===== config.mk =====
export PLATFORM = sky130hd
export DESIGN_NAME = ethernet_pause_flow_control
export DESIGN_NICKNAME = d
export VERILOG_FILES = /design/src/common/eth_pause_pkg.sv /design/src/hdl/pause_frame_builder.sv /design/src/hdl/ethernet_pause_flow_control.sv
export VERILOG_INCLUDE_DIRS = /design/src /design/src/common
export SDC_FILE = /design/constraint.sdc
export NUM_CORES = 2
export LEC_CHECK = 0
export BUFFER_PORTS_ARGS = -buffer_cell sky130_fd_sc_hd__clkbuf_2
export CAP_MARGIN = 20
export CORE_ASPECT_RATIO = 2
export CORE_UTILIZATION = 25
export CTS_CLUSTER_DIAMETER = 40
export DETAILED_ROUTE_END_ITERATION = 12
export PLACE_DENSITY_LB_ADDON = 0.05
export SLEW_MARGIN = 20
export SYNTH_ARGS = -nofsm -noshare
export SYNTH_HDL_FRONTEND = slang
export SYNTH_SLANG_ARGS = --single-unit

===== constraint.sdc =====
create_clock -name clock -period 7.05 [get_ports clock]
set_input_delay 0.3525 -clock clock [delete_from_list [all_inputs] [get_ports clock]]
set_output_delay 0.3525 -clock clock [all_outputs]
set_load 0.02 [all_outputs]

===== src/common/eth_pause_params.svh =====
/*
  offsets, field positions, reset values and timing counts of the pause
  flow control block. assumes inclusion by name from the package and the
  design files; holds definitions only.
*/
`ifndef ETH_PAUSE_PARAMS_SVH
`define ETH_PAUSE_PARAMS_SVH

`define OFS_CTRL 8'h00
`define OFS_TXQ 8'h04
`define OFS_FILT 8'h08
`define OFS_STA_LO 8'h0C
`define OFS_STA_HI 8'h10
`define OFS_UNI_LO 8'h14
`define OFS_UNI_HI 8'h18
`define OFS_STAT 8'h1C
`define OFS_CNT 8'h20

`define CTRL_XOFF 0
`define CTRL_XON 1
`define CTRL_UNI 2
`define CTRL_HONOR 3
`define FILT_EN 0
`define FILT_PAUSE 4
`define FILT_CTRL 5

`define RST_HONOR 1'b1
`define RST_UNI 1'b0
`define RST_TXQ 16'hFFFF
`define RST_FILT_EN 1'b1
`define RST_DROP 1'b1

`define MCAST_DA 48'h0180_C200_0001
`define ETH_TYPE_CTL 16'h8808
`define OPC_PAUSE 16'h0001
`define PREAMBLE_WORD 64'hFB55_5555_5555_55D5
`define CRC_INIT 32'hFFFF_FFFF
`define CRC_POLY 32'hEDB8_8320

`define BIT_TIMES_PER_QUANTA 512
`define DATA_BITS 64
`define QUANTA_CYCLES (`BIT_TIMES_PER_QUANTA / `DATA_BITS)
`define FRAME_WORDS 9

`endif


===== src/common/eth_pause_pkg.sv =====
/*
  types shared by the pause flow control design files.
  assumes the params header is on the include path.
*/
`include "eth_pause_params.svh"

package eth_pause_pkg;

  typedef enum logic [2:0] {
    TX_IDLE  = 3'b001,
    TX_DATA  = 3'b010,
    TX_PAUSE = 3'b100
  } tx_state_t;

endpackage : eth_pause_pkg


===== src/hdl/pause_frame_builder.sv =====
/*
  builds one pause frame as nine 64-bit words: preamble, addresses,
  type, opcode, quanta, pad and crc. assumes a start pulse only while idle
  and a sink that takes one word per cycle.
*/
`timescale 1ns/1ps
`include "eth_pause_params.svh"

module pause_frame_builder (
  input wire logic clock,
  input wire logic reset,
  input wire logic start,
  input wire logic [47:0] dst,
  input wire logic [47:0] src,
  input wire logic [15:0] quanta,
  output logic [63:0] word,
  output logic valid,
  output logic first,
  output logic last
);

  logic [3:0] idx_r;
  logic busy_r;
  logic [47:0] dst_r;
  logic [47:0] src_r;
  logic [15:0] quanta_r;
  logic [31:0] crc_r;
  logic [31:0] crcFin;

  // reflected crc-32 over the leading n bytes of a word
  function automatic logic [31:0] crc_upd(input logic [31:0] c, input logic [63:0] d, input int n);
    logic [31:0] r;
    r = c;
    for (int i = 0; i < 8; i++) begin
      if (i < n) begin
        r = r ^ {24'h00_0000, d[63-8*i -: 8]};
        for (int b = 0; b < 8; b++) begin
          r = r[0] ? ((r >> 1) ^ `CRC_POLY) : (r >> 1);
        end
      end
    end
    return r;
  endfunction : crc_upd

  always_ff @(posedge clock) begin
    if (reset) begin
      busy_r <= 1'b0;
      idx_r <= 4'h0;
    end else if (start) begin
      busy_r <= 1'b1;
      idx_r <= 4'h0;
    end else if (busy_r) begin
      idx_r <= idx_r + 4'h1;
      if (idx_r == 4'(`FRAME_WORDS - 1)) begin
        busy_r <= 1'b0;
      end
    end
  end

  always_ff @(posedge clock) begin
    if (start) begin
      dst_r <= dst;
      src_r <= src;
      quanta_r <= quanta;
    end
  end

  always_ff @(posedge clock) begin
    if (start) begin
      crc_r <= `CRC_INIT;
    end else if (busy_r && idx_r != 4'h0) begin
      crc_r <= crc_upd(crc_r, word, 8);
    end
  end

  // last word: four pad bytes then the inverted crc, low byte first
  assign crcFin = ~crc_upd(crc_r, 64'h0, 4);

  always_comb begin
    case (idx_r)
      4'h0: word = `PREAMBLE_WORD;
      4'h1: word = {dst_r, src_r[47:32]};
      4'h2: word = {src_r[31:0], `ETH_TYPE_CTL, `OPC_PAUSE};
      4'h3: word = {quanta_r, 48'h0000_0000_0000};
      4'h8: word = {32'h0000_0000, crcFin[7:0], crcFin[15:8], crcFin[23:16], crcFin[31:24]};
      default: word = 64'h0;
    endcase
  end

  assign valid = busy_r;
  assign first = busy_r && idx_r == 4'h0;
  assign last = busy_r && idx_r == 4'(`FRAME_WORDS - 1);

endmodule : pause_frame_builder


===== src/hdl/ethernet_pause_flow_control.sv =====
/*
  pause flow control for a 64-bit ethernet mac: rx pause detection and
  filtering, tx pause timer and pause frame insertion, apb registers.
  assumes one 40 mhz clock, contiguous rx frames, same-clock client logic.
*/
// Chosen here: the placing of the registers and the APB register port.
`timescale 1ns/1ps
`include "eth_pause_params.svh"

module ethernet_pause_flow_control (
  input wire logic clock,
  input wire logic reset,
  input wire logic psel,
  input wire logic penable,
  input wire logic pwrite,
  input wire logic [7:0] paddr,
  input wire logic [31:0] pwdata,
  output logic [31:0] prdata,
  output logic pready,
  output logic pslverr,
  input wire logic pauseReq,
  input wire logic [15:0] pauseReqQuanta,
  input wire logic pauseReqGroup,
  input wire logic [47:0] pauseReqDst,
  input wire logic [47:0] pauseReqSrc,
  input wire logic [63:0] txInData,
  input wire logic txInValid,
  input wire logic txInSof,
  input wire logic txInEof,
  output logic txInReady,
  output logic [63:0] txOutData,
  output logic txOutValid,
  output logic txOutSof,
  output logic txOutEof,
  output logic txOutIsPause,
  input wire logic tx_pause_hit_in,
  input wire logic [15:0] tx_pause_quanta_in,
  input wire logic [63:0] rxData,
  input wire logic rxValid,
  input wire logic rxSof,
  input wire logic rxEof,
  output logic [63:0] rxOutData,
  output logic rxOutValid,
  output logic rxOutSof,
  output logic rxOutEof,
  output logic rxPauseHit,
  output logic [15:0] rxPauseQuanta
);

  localparam int QC = `QUANTA_CYCLES;

  // software registers
  logic uni_r;
  logic honor_r;
  logic [15:0] txQuanta_r;
  logic filtEn_r;
  logic dropPause_r;
  logic dropCtrl_r;
  logic [47:0] station_r;
  logic [47:0] unicast_r;
  logic [15:0] rxHitCnt_r;
  logic [15:0] txPauseCnt_r;

  // apb slave
  logic pready_r;
  logic pslverr_r;
  logic [31:0] prdata_r;
  logic apbAcc;
  logic wrEn;
  logic [31:0] readVal;

  // client and host requests
  logic reqDly_r;
  logic reqRise;
  logic cPend_r;
  logic [15:0] cQuanta_r;
  logic cGroup_r;
  logic [47:0] cDst_r;
  logic [47:0] cSrc_r;
  logic hPend_r;
  logic hXoff_r;
  logic hostSet;
  logic cTake;
  logic hTake;
  logic cPendNxt;
  logic hPendNxt;

  // tx path
  eth_pause_pkg::tx_state_t state_r;
  eth_pause_pkg::tx_state_t stateNxt;
  logic inTake;
  logic txInReady_r;
  logic readyNxt;
  logic [63:0] txOutData_r;
  logic txOutValid_r;
  logic txOutSof_r;
  logic txOutEof_r;
  logic txOutIsPause_r;
  logic [47:0] bDst;
  logic [47:0] bSrc;
  logic [15:0] bQuanta;
  logic [63:0] bldWord;
  logic bldValid;
  logic bldFirst;
  logic bldLast;

  // pause timer
  logic [15:0] cnt_r;
  logic [15:0] cntNxt;
  logic [2:0] sub_r;
  logic [2:0] subNxt;
  logic loadPend_r;
  logic loadPendNxt;
  logic [15:0] loadQ_r;
  logic hitAcc;
  logic [15:0] hitQ;
  logic apply;

  // rx path
  logic [63:0] s1Data_r;
  logic s1Valid_r;
  logic s1Sof_r;
  logic s1Eof_r;
  logic [1:0] rxIdx_r;
  logic secWord;
  logic isCtl;
  logic isPau;
  logic dropCls;
  logic dropCur;
  logic dropFrame_r;
  logic pauseFr_r;
  logic match_r;
  logic [15:0] rxQ_r;
  logic rxPauseHit_r;
  logic [15:0] rxPauseQuanta_r;
  logic [63:0] rxOutData_r;
  logic rxOutValid_r;
  logic rxOutSof_r;
  logic rxOutEof_r;

  function automatic logic addr_ok(input logic [7:0] a);
    return a == `OFS_CTRL || a == `OFS_TXQ || a == `OFS_FILT || a == `OFS_STA_LO ||
           a == `OFS_STA_HI || a == `OFS_UNI_LO || a == `OFS_UNI_HI || a == `OFS_STAT ||
           a == `OFS_CNT;
  endfunction : addr_ok

  // apb: one wait state, write lands at the pready edge
  assign apbAcc = psel && penable && !pready_r;
  assign wrEn = psel && penable && pready_r && pwrite && addr_ok(paddr);

  always_comb begin
    readVal = 32'h0000_0000;
    case (paddr)
      `OFS_CTRL: readVal = {28'h000_0000, honor_r, uni_r, 2'b00};
      `OFS_TXQ: readVal = {16'h0000, txQuanta_r};
      `OFS_FILT: readVal = {26'h000_0000, dropCtrl_r, dropPause_r, 3'b000, filtEn_r};
      `OFS_STA_LO: readVal = station_r[31:0];
      `OFS_STA_HI: readVal = {16'h0000, station_r[47:32]};
      `OFS_UNI_LO: readVal = unicast_r[31:0];
      `OFS_UNI_HI: readVal = {16'h0000, unicast_r[47:32]};
      `OFS_STAT: readVal = {cnt_r, 13'h0000, state_r != eth_pause_pkg::TX_IDLE, cPend_r || hPend_r, cnt_r != 16'h0000};
      `OFS_CNT: readVal = {txPauseCnt_r, rxHitCnt_r};
      default: readVal = 32'h0000_0000;
    endcase
  end

  always_ff @(posedge clock) begin
    if (reset) begin
      pready_r <= 1'b0;
      pslverr_r <= 1'b0;
      prdata_r <= 32'h0000_0000;
    end else begin
      pready_r <= apbAcc;
      if (apbAcc) begin
        pslverr_r <= !addr_ok(paddr);
        prdata_r <= (pwrite || !addr_ok(paddr)) ? 32'h0000_0000 : readVal;
      end
    end
  end

  always_ff @(posedge clock) begin
    if (reset) begin
      uni_r <= `RST_UNI;
      honor_r <= `RST_HONOR;
      txQuanta_r <= `RST_TXQ;
      filtEn_r <= `RST_FILT_EN;
      dropPause_r <= `RST_DROP;
      dropCtrl_r <= `RST_DROP;
      station_r <= 48'h0000_0000_0000;
      unicast_r <= 48'h0000_0000_0000;
    end else if (wrEn) begin
      case (paddr)
        `OFS_CTRL: begin
          uni_r <= pwdata[`CTRL_UNI];
          honor_r <= pwdata[`CTRL_HONOR];
        end
        `OFS_TXQ: txQuanta_r <= pwdata[15:0];
        `OFS_FILT: begin
          filtEn_r <= pwdata[`FILT_EN];
          dropPause_r <= pwdata[`FILT_PAUSE];
          dropCtrl_r <= pwdata[`FILT_CTRL];
        end
        `OFS_STA_LO: station_r[31:0] <= pwdata;
        `OFS_STA_HI: station_r[47:32] <= pwdata[15:0];
        `OFS_UNI_LO: unicast_r[31:0] <= pwdata;
        `OFS_UNI_HI: unicast_r[47:32] <= pwdata[15:0];
        default: ;
      endcase
    end
  end

  // client strobe edge and latched request fields
  assign reqRise = pauseReq && !reqDly_r;

  always_ff @(posedge clock) begin
    if (reset) begin
      reqDly_r <= 1'b0;
    end else begin
      reqDly_r <= pauseReq;
    end
  end

  always_ff @(posedge clock) begin
    if (reset) begin
      cPend_r <= 1'b0;
    end else begin
      cPend_r <= cPendNxt;
    end
    if (reqRise) begin
      cQuanta_r <= pauseReqQuanta;
      cGroup_r <= pauseReqGroup;
      cDst_r <= pauseReqDst;
      cSrc_r <= pauseReqSrc;
    end
  end

  // host xoff/xon request, xoff wins if both bits written
  assign hostSet = wrEn && paddr == `OFS_CTRL && (pwdata[`CTRL_XOFF] || pwdata[`CTRL_XON]);

  always_ff @(posedge clock) begin
    if (reset) begin
      hPend_r <= 1'b0;
      hXoff_r <= 1'b0;
    end else begin
      hPend_r <= hPendNxt;
      if (hostSet) begin
        hXoff_r <= pwdata[`CTRL_XOFF];
      end
    end
  end

  // new requests win over the take in the same cycle
  assign cPendNxt = (cPend_r && !cTake) || reqRise;
  assign hPendNxt = (hPend_r && !hTake) || hostSet;

  // tx arbitration
  always_comb begin
    stateNxt = state_r;
    cTake = 1'b0;
    hTake = 1'b0;
    inTake = txInValid && txInReady_r;
    case (state_r)
      eth_pause_pkg::TX_IDLE: begin
        if (inTake && txInSof && !txInEof) begin
          stateNxt = eth_pause_pkg::TX_DATA;
        end else if (cPend_r && !inTake) begin
          cTake = 1'b1;
          stateNxt = eth_pause_pkg::TX_PAUSE;
        end else if (hPend_r && !inTake) begin
          hTake = 1'b1;
          stateNxt = eth_pause_pkg::TX_PAUSE;
        end
      end
      eth_pause_pkg::TX_DATA: begin
        if (inTake && txInEof) begin
          stateNxt = eth_pause_pkg::TX_IDLE;
        end
      end
      eth_pause_pkg::TX_PAUSE: begin
        if (bldLast) begin
          stateNxt = eth_pause_pkg::TX_IDLE;
        end
      end
      default: stateNxt = eth_pause_pkg::TX_IDLE;
    endcase
  end

  // new data frames start only when idle, unpaused and no pause frame queued
  always_comb begin
    if (stateNxt == eth_pause_pkg::TX_DATA) begin
      readyNxt = 1'b1;
    end else begin
      readyNxt = stateNxt == eth_pause_pkg::TX_IDLE && !cPendNxt && !hPendNxt &&
                 cntNxt == 16'h0000 && !loadPendNxt;
    end
  end

  always_ff @(posedge clock) begin
    if (reset) begin
      state_r <= eth_pause_pkg::TX_IDLE;
      txInReady_r <= 1'b0;
    end else begin
      state_r <= stateNxt;
      txInReady_r <= readyNxt;
    end
  end

  // pause frame fields
  always_comb begin
    if (cTake) begin
      bDst = cGroup_r ? `MCAST_DA : cDst_r;
      bSrc = cSrc_r;
      bQuanta = cQuanta_r;
    end else begin
      bDst = uni_r ? unicast_r : `MCAST_DA;
      bSrc = station_r;
      bQuanta = hXoff_r ? txQuanta_r : 16'h0000;
    end
  end

  pause_frame_builder builder (
    .clock(clock),
    .reset(reset),
    .start(cTake || hTake),
    .dst(bDst),
    .src(bSrc),
    .quanta(bQuanta),
    .word(bldWord),
    .valid(bldValid),
    .first(bldFirst),
    .last(bldLast)
  );

  always_ff @(posedge clock) begin
    if (reset) begin
      txOutValid_r <= 1'b0;
      txOutSof_r <= 1'b0;
      txOutEof_r <= 1'b0;
      txOutIsPause_r <= 1'b0;
      txOutData_r <= 64'h0;
    end else if (state_r == eth_pause_pkg::TX_PAUSE && bldValid) begin
      txOutValid_r <= 1'b1;
      txOutSof_r <= bldFirst;
      txOutEof_r <= bldLast;
      txOutIsPause_r <= 1'b1;
      txOutData_r <= bldWord;
    end else if (inTake && (state_r == eth_pause_pkg::TX_DATA || txInSof)) begin
      txOutValid_r <= 1'b1;
      txOutSof_r <= txInSof;
      txOutEof_r <= txInEof;
      txOutIsPause_r <= 1'b0;
      txOutData_r <= txInData;
    end else begin
      txOutValid_r <= 1'b0;
      txOutSof_r <= 1'b0;
      txOutEof_r <= 1'b0;
      txOutIsPause_r <= 1'b0;
    end
  end

  // pause timer: loads only outside a data frame
  assign hitAcc = honor_r && (rxPauseHit_r || tx_pause_hit_in);
  assign hitQ = rxPauseHit_r ? rxPauseQuanta_r : tx_pause_quanta_in;
  assign apply = loadPend_r && state_r != eth_pause_pkg::TX_DATA;
  assign loadPendNxt = hitAcc || (loadPend_r && !apply);

  always_comb begin
    cntNxt = cnt_r;
    subNxt = sub_r;
    if (apply) begin
      cntNxt = loadQ_r;
      subNxt = 3'h0;
    end else if (cnt_r != 16'h0000) begin
      if (sub_r == 3'(QC - 1)) begin
        cntNxt = cnt_r - 16'h0001;
        subNxt = 3'h0;
      end else begin
        subNxt = sub_r + 3'h1;
      end
    end
  end

  always_ff @(posedge clock) begin
    if (reset) begin
      cnt_r <= 16'h0000;
      sub_r <= 3'h0;
      loadPend_r <= 1'b0;
      loadQ_r <= 16'h0000;
    end else begin
      cnt_r <= cntNxt;
      sub_r <= subNxt;
      loadPend_r <= loadPendNxt;
      if (hitAcc) begin
        loadQ_r <= hitQ;
      end
    end
  end

  always_ff @(posedge clock) begin
    if (reset) begin
      rxHitCnt_r <= 16'h0000;
      txPauseCnt_r <= 16'h0000;
    end else begin
      if (rxPauseHit_r) begin
        rxHitCnt_r <= rxHitCnt_r + 16'h0001;
      end
      if (bldLast) begin
        txPauseCnt_r <= txPauseCnt_r + 16'h0001;
      end
    end
  end

  // rx: one word of delay so the drop decision covers the first word
  always_ff @(posedge clock) begin
    if (reset) begin
      s1Valid_r <= 1'b0;
      s1Sof_r <= 1'b0;
      s1Eof_r <= 1'b0;
      s1Data_r <= 64'h0;
    end else begin
      s1Valid_r <= rxValid;
      s1Sof_r <= rxValid && rxSof;
      s1Eof_r <= rxValid && rxEof;
      s1Data_r <= rxData;
    end
  end

  always_ff @(posedge clock) begin
    if (reset) begin
      rxIdx_r <= 2'h0;
    end else if (rxValid) begin
      if (rxSof) begin
        rxIdx_r <= 2'h1;
      end else if (rxIdx_r != 2'h3) begin
        rxIdx_r <= rxIdx_r + 2'h1;
      end
    end
  end

  assign secWord = rxValid && !rxSof && rxIdx_r == 2'h1;
  assign isCtl = rxData[31:16] == `ETH_TYPE_CTL;
  assign isPau = isCtl && rxData[15:0] == `OPC_PAUSE;
  assign dropCls = filtEn_r && ((isPau && dropPause_r) || (isCtl && !isPau && dropCtrl_r));
  assign dropCur = s1Sof_r ? (secWord && dropCls) : dropFrame_r;

  always_ff @(posedge clock) begin
    if (reset) begin
      dropFrame_r <= 1'b0;
      pauseFr_r <= 1'b0;
      match_r <= 1'b0;
    end else if (rxValid && rxSof) begin
      dropFrame_r <= 1'b0;
      pauseFr_r <= 1'b0;
      match_r <= rxData[63:16] == `MCAST_DA || rxData[63:16] == station_r;
    end else if (secWord) begin
      dropFrame_r <= dropCls;
      pauseFr_r <= isPau;
    end
  end

  always_ff @(posedge clock) begin
    if (rxValid && !rxSof && rxIdx_r == 2'h2) begin
      rxQ_r <= rxData[63:48];
    end
  end

  // hit raised whether the frame is forwarded or dropped
  always_ff @(posedge clock) begin
    if (reset) begin
      rxPauseHit_r <= 1'b0;
      rxPauseQuanta_r <= 16'h0000;
    end else begin
      rxPauseHit_r <= rxValid && rxEof && !rxSof && pauseFr_r && match_r && rxIdx_r == 2'h3;
      if (rxValid && rxEof && pauseFr_r && match_r) begin
        rxPauseQuanta_r <= rxQ_r;
      end
    end
  end

  always_ff @(posedge clock) begin
    if (reset) begin
      rxOutValid_r <= 1'b0;
      rxOutSof_r <= 1'b0;
      rxOutEof_r <= 1'b0;
      rxOutData_r <= 64'h0;
    end else begin
      rxOutValid_r <= s1Valid_r && !dropCur;
      rxOutSof_r <= s1Sof_r && !dropCur;
      rxOutEof_r <= s1Eof_r && !dropCur;
      rxOutData_r <= s1Data_r;
    end
  end

  assign prdata = prdata_r;
  assign pready = pready_r;
  assign pslverr = pslverr_r;
  assign txInReady = txInReady_r;
  assign txOutData = txOutData_r;
  assign txOutValid = txOutValid_r;
  assign txOutSof = txOutSof_r;
  assign txOutEof = txOutEof_r;
  assign txOutIsPause = txOutIsPause_r;
  assign rxOutData = rxOutData_r;
  assign rxOutValid = rxOutValid_r;
  assign rxOutSof = rxOutSof_r;
  assign rxOutEof = rxOutEof_r;
  assign rxPauseHit = rxPauseHit_r;
  assign rxPauseQuanta = rxPauseQuanta_r;

endmodule : ethernet_pause_flow_control


==> impl_metrics.csv <==
group,metric,value,unit
status,status,"finished, final reports clean",
place,placed_area,47500,um^2
detailed_routing,drt-vias-per-instance,4.571,
clock_tree,htree_levels,3,
detailed_routing,first_pass_iters,6,
hold_path,min_delay_worst_endpoint,"loadQ_r[5]$_SDFFE_PP0P_",
setup_path,startpoint,"builder.idx_r[0]$_SDFFE_PP0P_",
finish,fillers,16020,
yosys,synth_commonest_cells,"607 x nand2_1, 488 x dfxtp_1, 396 x xnor2_1",
yosys,ys_warn_count,0,
floorplanning,die_h,561.9,um
sta,tightest_slew,1.052,ns
detailed_routing,wl_per_cell,29.02,um
detailed_routing,drc_errors,0,
floorplanning,core-area,155700,um^2
yosys,synth.mux.area_fraction,0.007409,
setup_path,cp_data_required_time,7.63,ns
setup_path,timing.rr.start,"builder.idx_r[0]$_SDFFE_PP0P_",
yosys,yosysMostFrequentCell,"nand2_1",
yosys,syn_inst,3674,
sta,setup_viol,0,
sta,holdWs,0.02831,ns
hold_path,hold_path.class,"input port to register",
yosys,synth-compound-area-share,0.1105,
sta,finalHoldViolCount,0,
yosys,synth_area_leaders,"dfxtp_1 25%, edfxtp_1 18%, xnor3_1 9.7%",
place,gp_congestion,0.9180,
floorplanning,die_w,281.9,um
yosys,synth_cell_types,69,
place,pre_cts_ws,-0.4174,ns
detailed_routing,drtIter0Drc,1651,
place,portBuffers,496,
finish,drive_gt1_frac,0.2816,
sta,clock_skew,0.06320,ns
detailed_routing,drt-met1-wl,65090,um
yosys,synth_fa_ha_area_frac,0.003832,
yosys,synth_top_cell_area_share,0.2493,
detailed_routing,ant_nets,0,
hold_path,hold_depth,3,
yosys,syn_area_per_cell,10.66,um^2
yosys,syn-cell-area,39180,um^2
yosys,syn_nets,3996,
grt,grt_pass1_vias,33730,
detailed_routing,dr_wl_met3,8257,um
yosys,synth_xor_area_frac,0.2836,
yosys,yosys.area.top_type,"dfxtp_1",
sta,min_period,6.808,ns
grt,grt-ovfl-total,0,
yosys,synthArstFlopShare,0,
sta,maxSlewHeadroom,0.2946,
clock_tree,cts_made_buffers,97,
floorplanning,die_area,158400,um^2
detailed_routing,wl,202800,um
clock_tree,cts_root_buf,"clkbuf_16",
yosys,yosys_register_bits,729,
sta,setup_ws,0.2417,ns
yosys,synthFlopType,"dfxtp_1",
grt,track_usage,0.2537,
setup_path,critPathArrivalTime,7.39,ns
clock_tree,cts_tree,"yes",
finish,area_delta_synth_final,37.64,%
detailed_routing,routed.top_layer,"met5",
yosys,synth_edf_count,241,
setup_path,reg2reg_slack,0.24,ns
grt,grt_pass1_wl,274300,um
sta,min_period_over_period,0.9657,
clock_tree,clk_pin_slew,0.06,ns
floorplanning,fp-row-count,205,
hold_path,hp-start,"tx_pause_quanta_in[5]",
finish,ff_latch_area,17010,um^2
detailed_routing,met2_length,111200,um
clock_tree,cts.sinks,729,
grt,grt_max_degree,167,
floorplanning,start_util,0.2517,
sta,slew_viol_final,0,
setup_path,r2r_cells,24,
setup_path,crit_path_start_kind,"register",
floorplanning,boundaryPins,497,
clock_tree,clk_path_buf_depth,3,
setup_path,r2r-end,"builder.crc_r[26]$_SDFFE_PP1P_",
finish,multiInputGateArea,21650,um^2
finish,fin_nets,5151,
setup_path,endpoint_kind,"register",
yosys,synth_top_family_by_area,"XOR/XNOR gates",
job,drv_cap,0,
finish,stdcell_area,53930,um^2
grt,antenna_found_initial,13,
detailed_routing,vias,31950,
sta,fmax,0.1469,GHz
clock_tree,clock_latency,0.72,ns
yosys,ys_seq_area_frac,0.4340,
yosys,synth_simple_gate_area_frac,0.1357,
place,dp_hpwl,166400,um
setup_path,worstPathMaxFanout,27,
setup_path,critical_path_class,"register to register",
-- registers in the layout, indices dropped and copies added (netlist names), 32 cells and up --
register       count
s1Data_r          64
prdata            32
cSrc_r            48
builder.dst_r     48
unicast_r         48
txOutData         64
builder.crc_r     32
station_r         48
builder.src_r     48
rxOutData         64
cDst_r            48
-- metrics by stage --
stage	setup TNS [ns]	cells	utilization
6_report	0	6990	0.3464
4_1_cts	0	6974	0.3439
3_5_place_dp	-6.933	6539	0.3051
5_1_grt	-0.03741	6988	0.3463
2_1_floorplan	0	3674	-
3_3_place_gp	-7.649	6539	0.3051
-- timing repair --
item	in CTS	in global routing
buffers inserted	0	8
endpoints found under the hold margin	270	0
pin swaps	0	18
gates cloned	0	0
setup endpoints to repair	30	30
gates resized for setup	11	54
hold buffers	253	0
-- logic make-up (layout without fill, tap and decap cells) --
logic type | count (synthesis) | count (layout)
compound gates | 649 | 649
simple gates | 1188 | 1188
xor+xnor | 834 | 834
buf+inv | 233 | 1471
other cells | 0 | 8
flops | 729 | 729
fa+ha+maj | 12 | 12
mux | 29 | 29
-- how the worst max path moves through the flow --
stage | endpoint | slack, ns | cells past startpoint
2_1_floorplan | builder.crc_r[17]$_SDFFE_PP1P_ | 0.36 | 22
3_3_place_gp | builder.crc_r[5]$_SDFFE_PP1P_ | -0.43 | 21
3_5_place_dp | builder.crc_r[5]$_SDFFE_PP1P_ | -0.42 | 21
4_1_cts | builder.crc_r[28]$_SDFFE_PP1P_ | 0.004 | 27
5_1_grt | builder.crc_r[19]$_SDFFE_PP1P_ | -0.02 | 25
6_report | builder.crc_r[26]$_SDFFE_PP1P_ | 0.24 | 24
-- layout by cell type, fill, tap and decap left out, types with 50 or more instances in the layout --
master	n
dfxtp_1	486
nor2b_1	157
xnor2_1	383
clkbuf_2	495
a21oi_1	239
nor2_1	226
a22oi_1	64
xor2_1	144
edfxtp_1	241
clkbuf_16	101
xnor3_1	151
nand2_1	604
a22o_1	50
buf_4	510
o21ai_0	52
dlygate4sd3_1	253
-- worst max-delay path: stages (launching register included) --
cell and delay, ns:
dfxtp_1 0.34, inv_1 0.10, ha_2 0.23, buf_12 0.19, a222oi_1 0.11, buf_4 0.18, or3_1 0.36, a21o_1 0.25
xnor2_2 0.18, buf_4 0.16, xnor3_1 0.41, xnor3_2 0.53, xor3_1 0.47, buf_4 0.16, xnor2_1 0.24, xnor2_2 0.21
xnor3_1 0.52, buf_12 0.20, xor2_1 0.29, xnor3_2 0.59, buf_4 0.20, xnor3_1 0.37, xnor3_1 0.19, nor2_1 0.11
o21ai_1 0.07
-- routing by layer --
| layer | up-vias | global-route usage |
|---|---|---|
| met5 | - | 0 |
| met1 | 15390 | 0.2321 |
| met2 | 1105 | 0.4916 |
| li1 | 15080 | - |
| met3 | 375 | 0.03584 |
| met4 | 4 | 0.1961 |
-- final cells by class --
class,count,area share
Antenna cell,8,0.0003712
Clock buffer,114,0.04870
Clock inverter,68,0.01541
Inverter,15,0.001090
Multi-Input combinational cell,2712,0.4014
Sequential cell,729,0.3154
Tap cell,2070,0.04803
Timing Repair Buffer,1274,0.1696
Power is left out: the tool's default activity adds up to more than one toggle a clock period on the data nets, which glitch-free logic cannot reach.
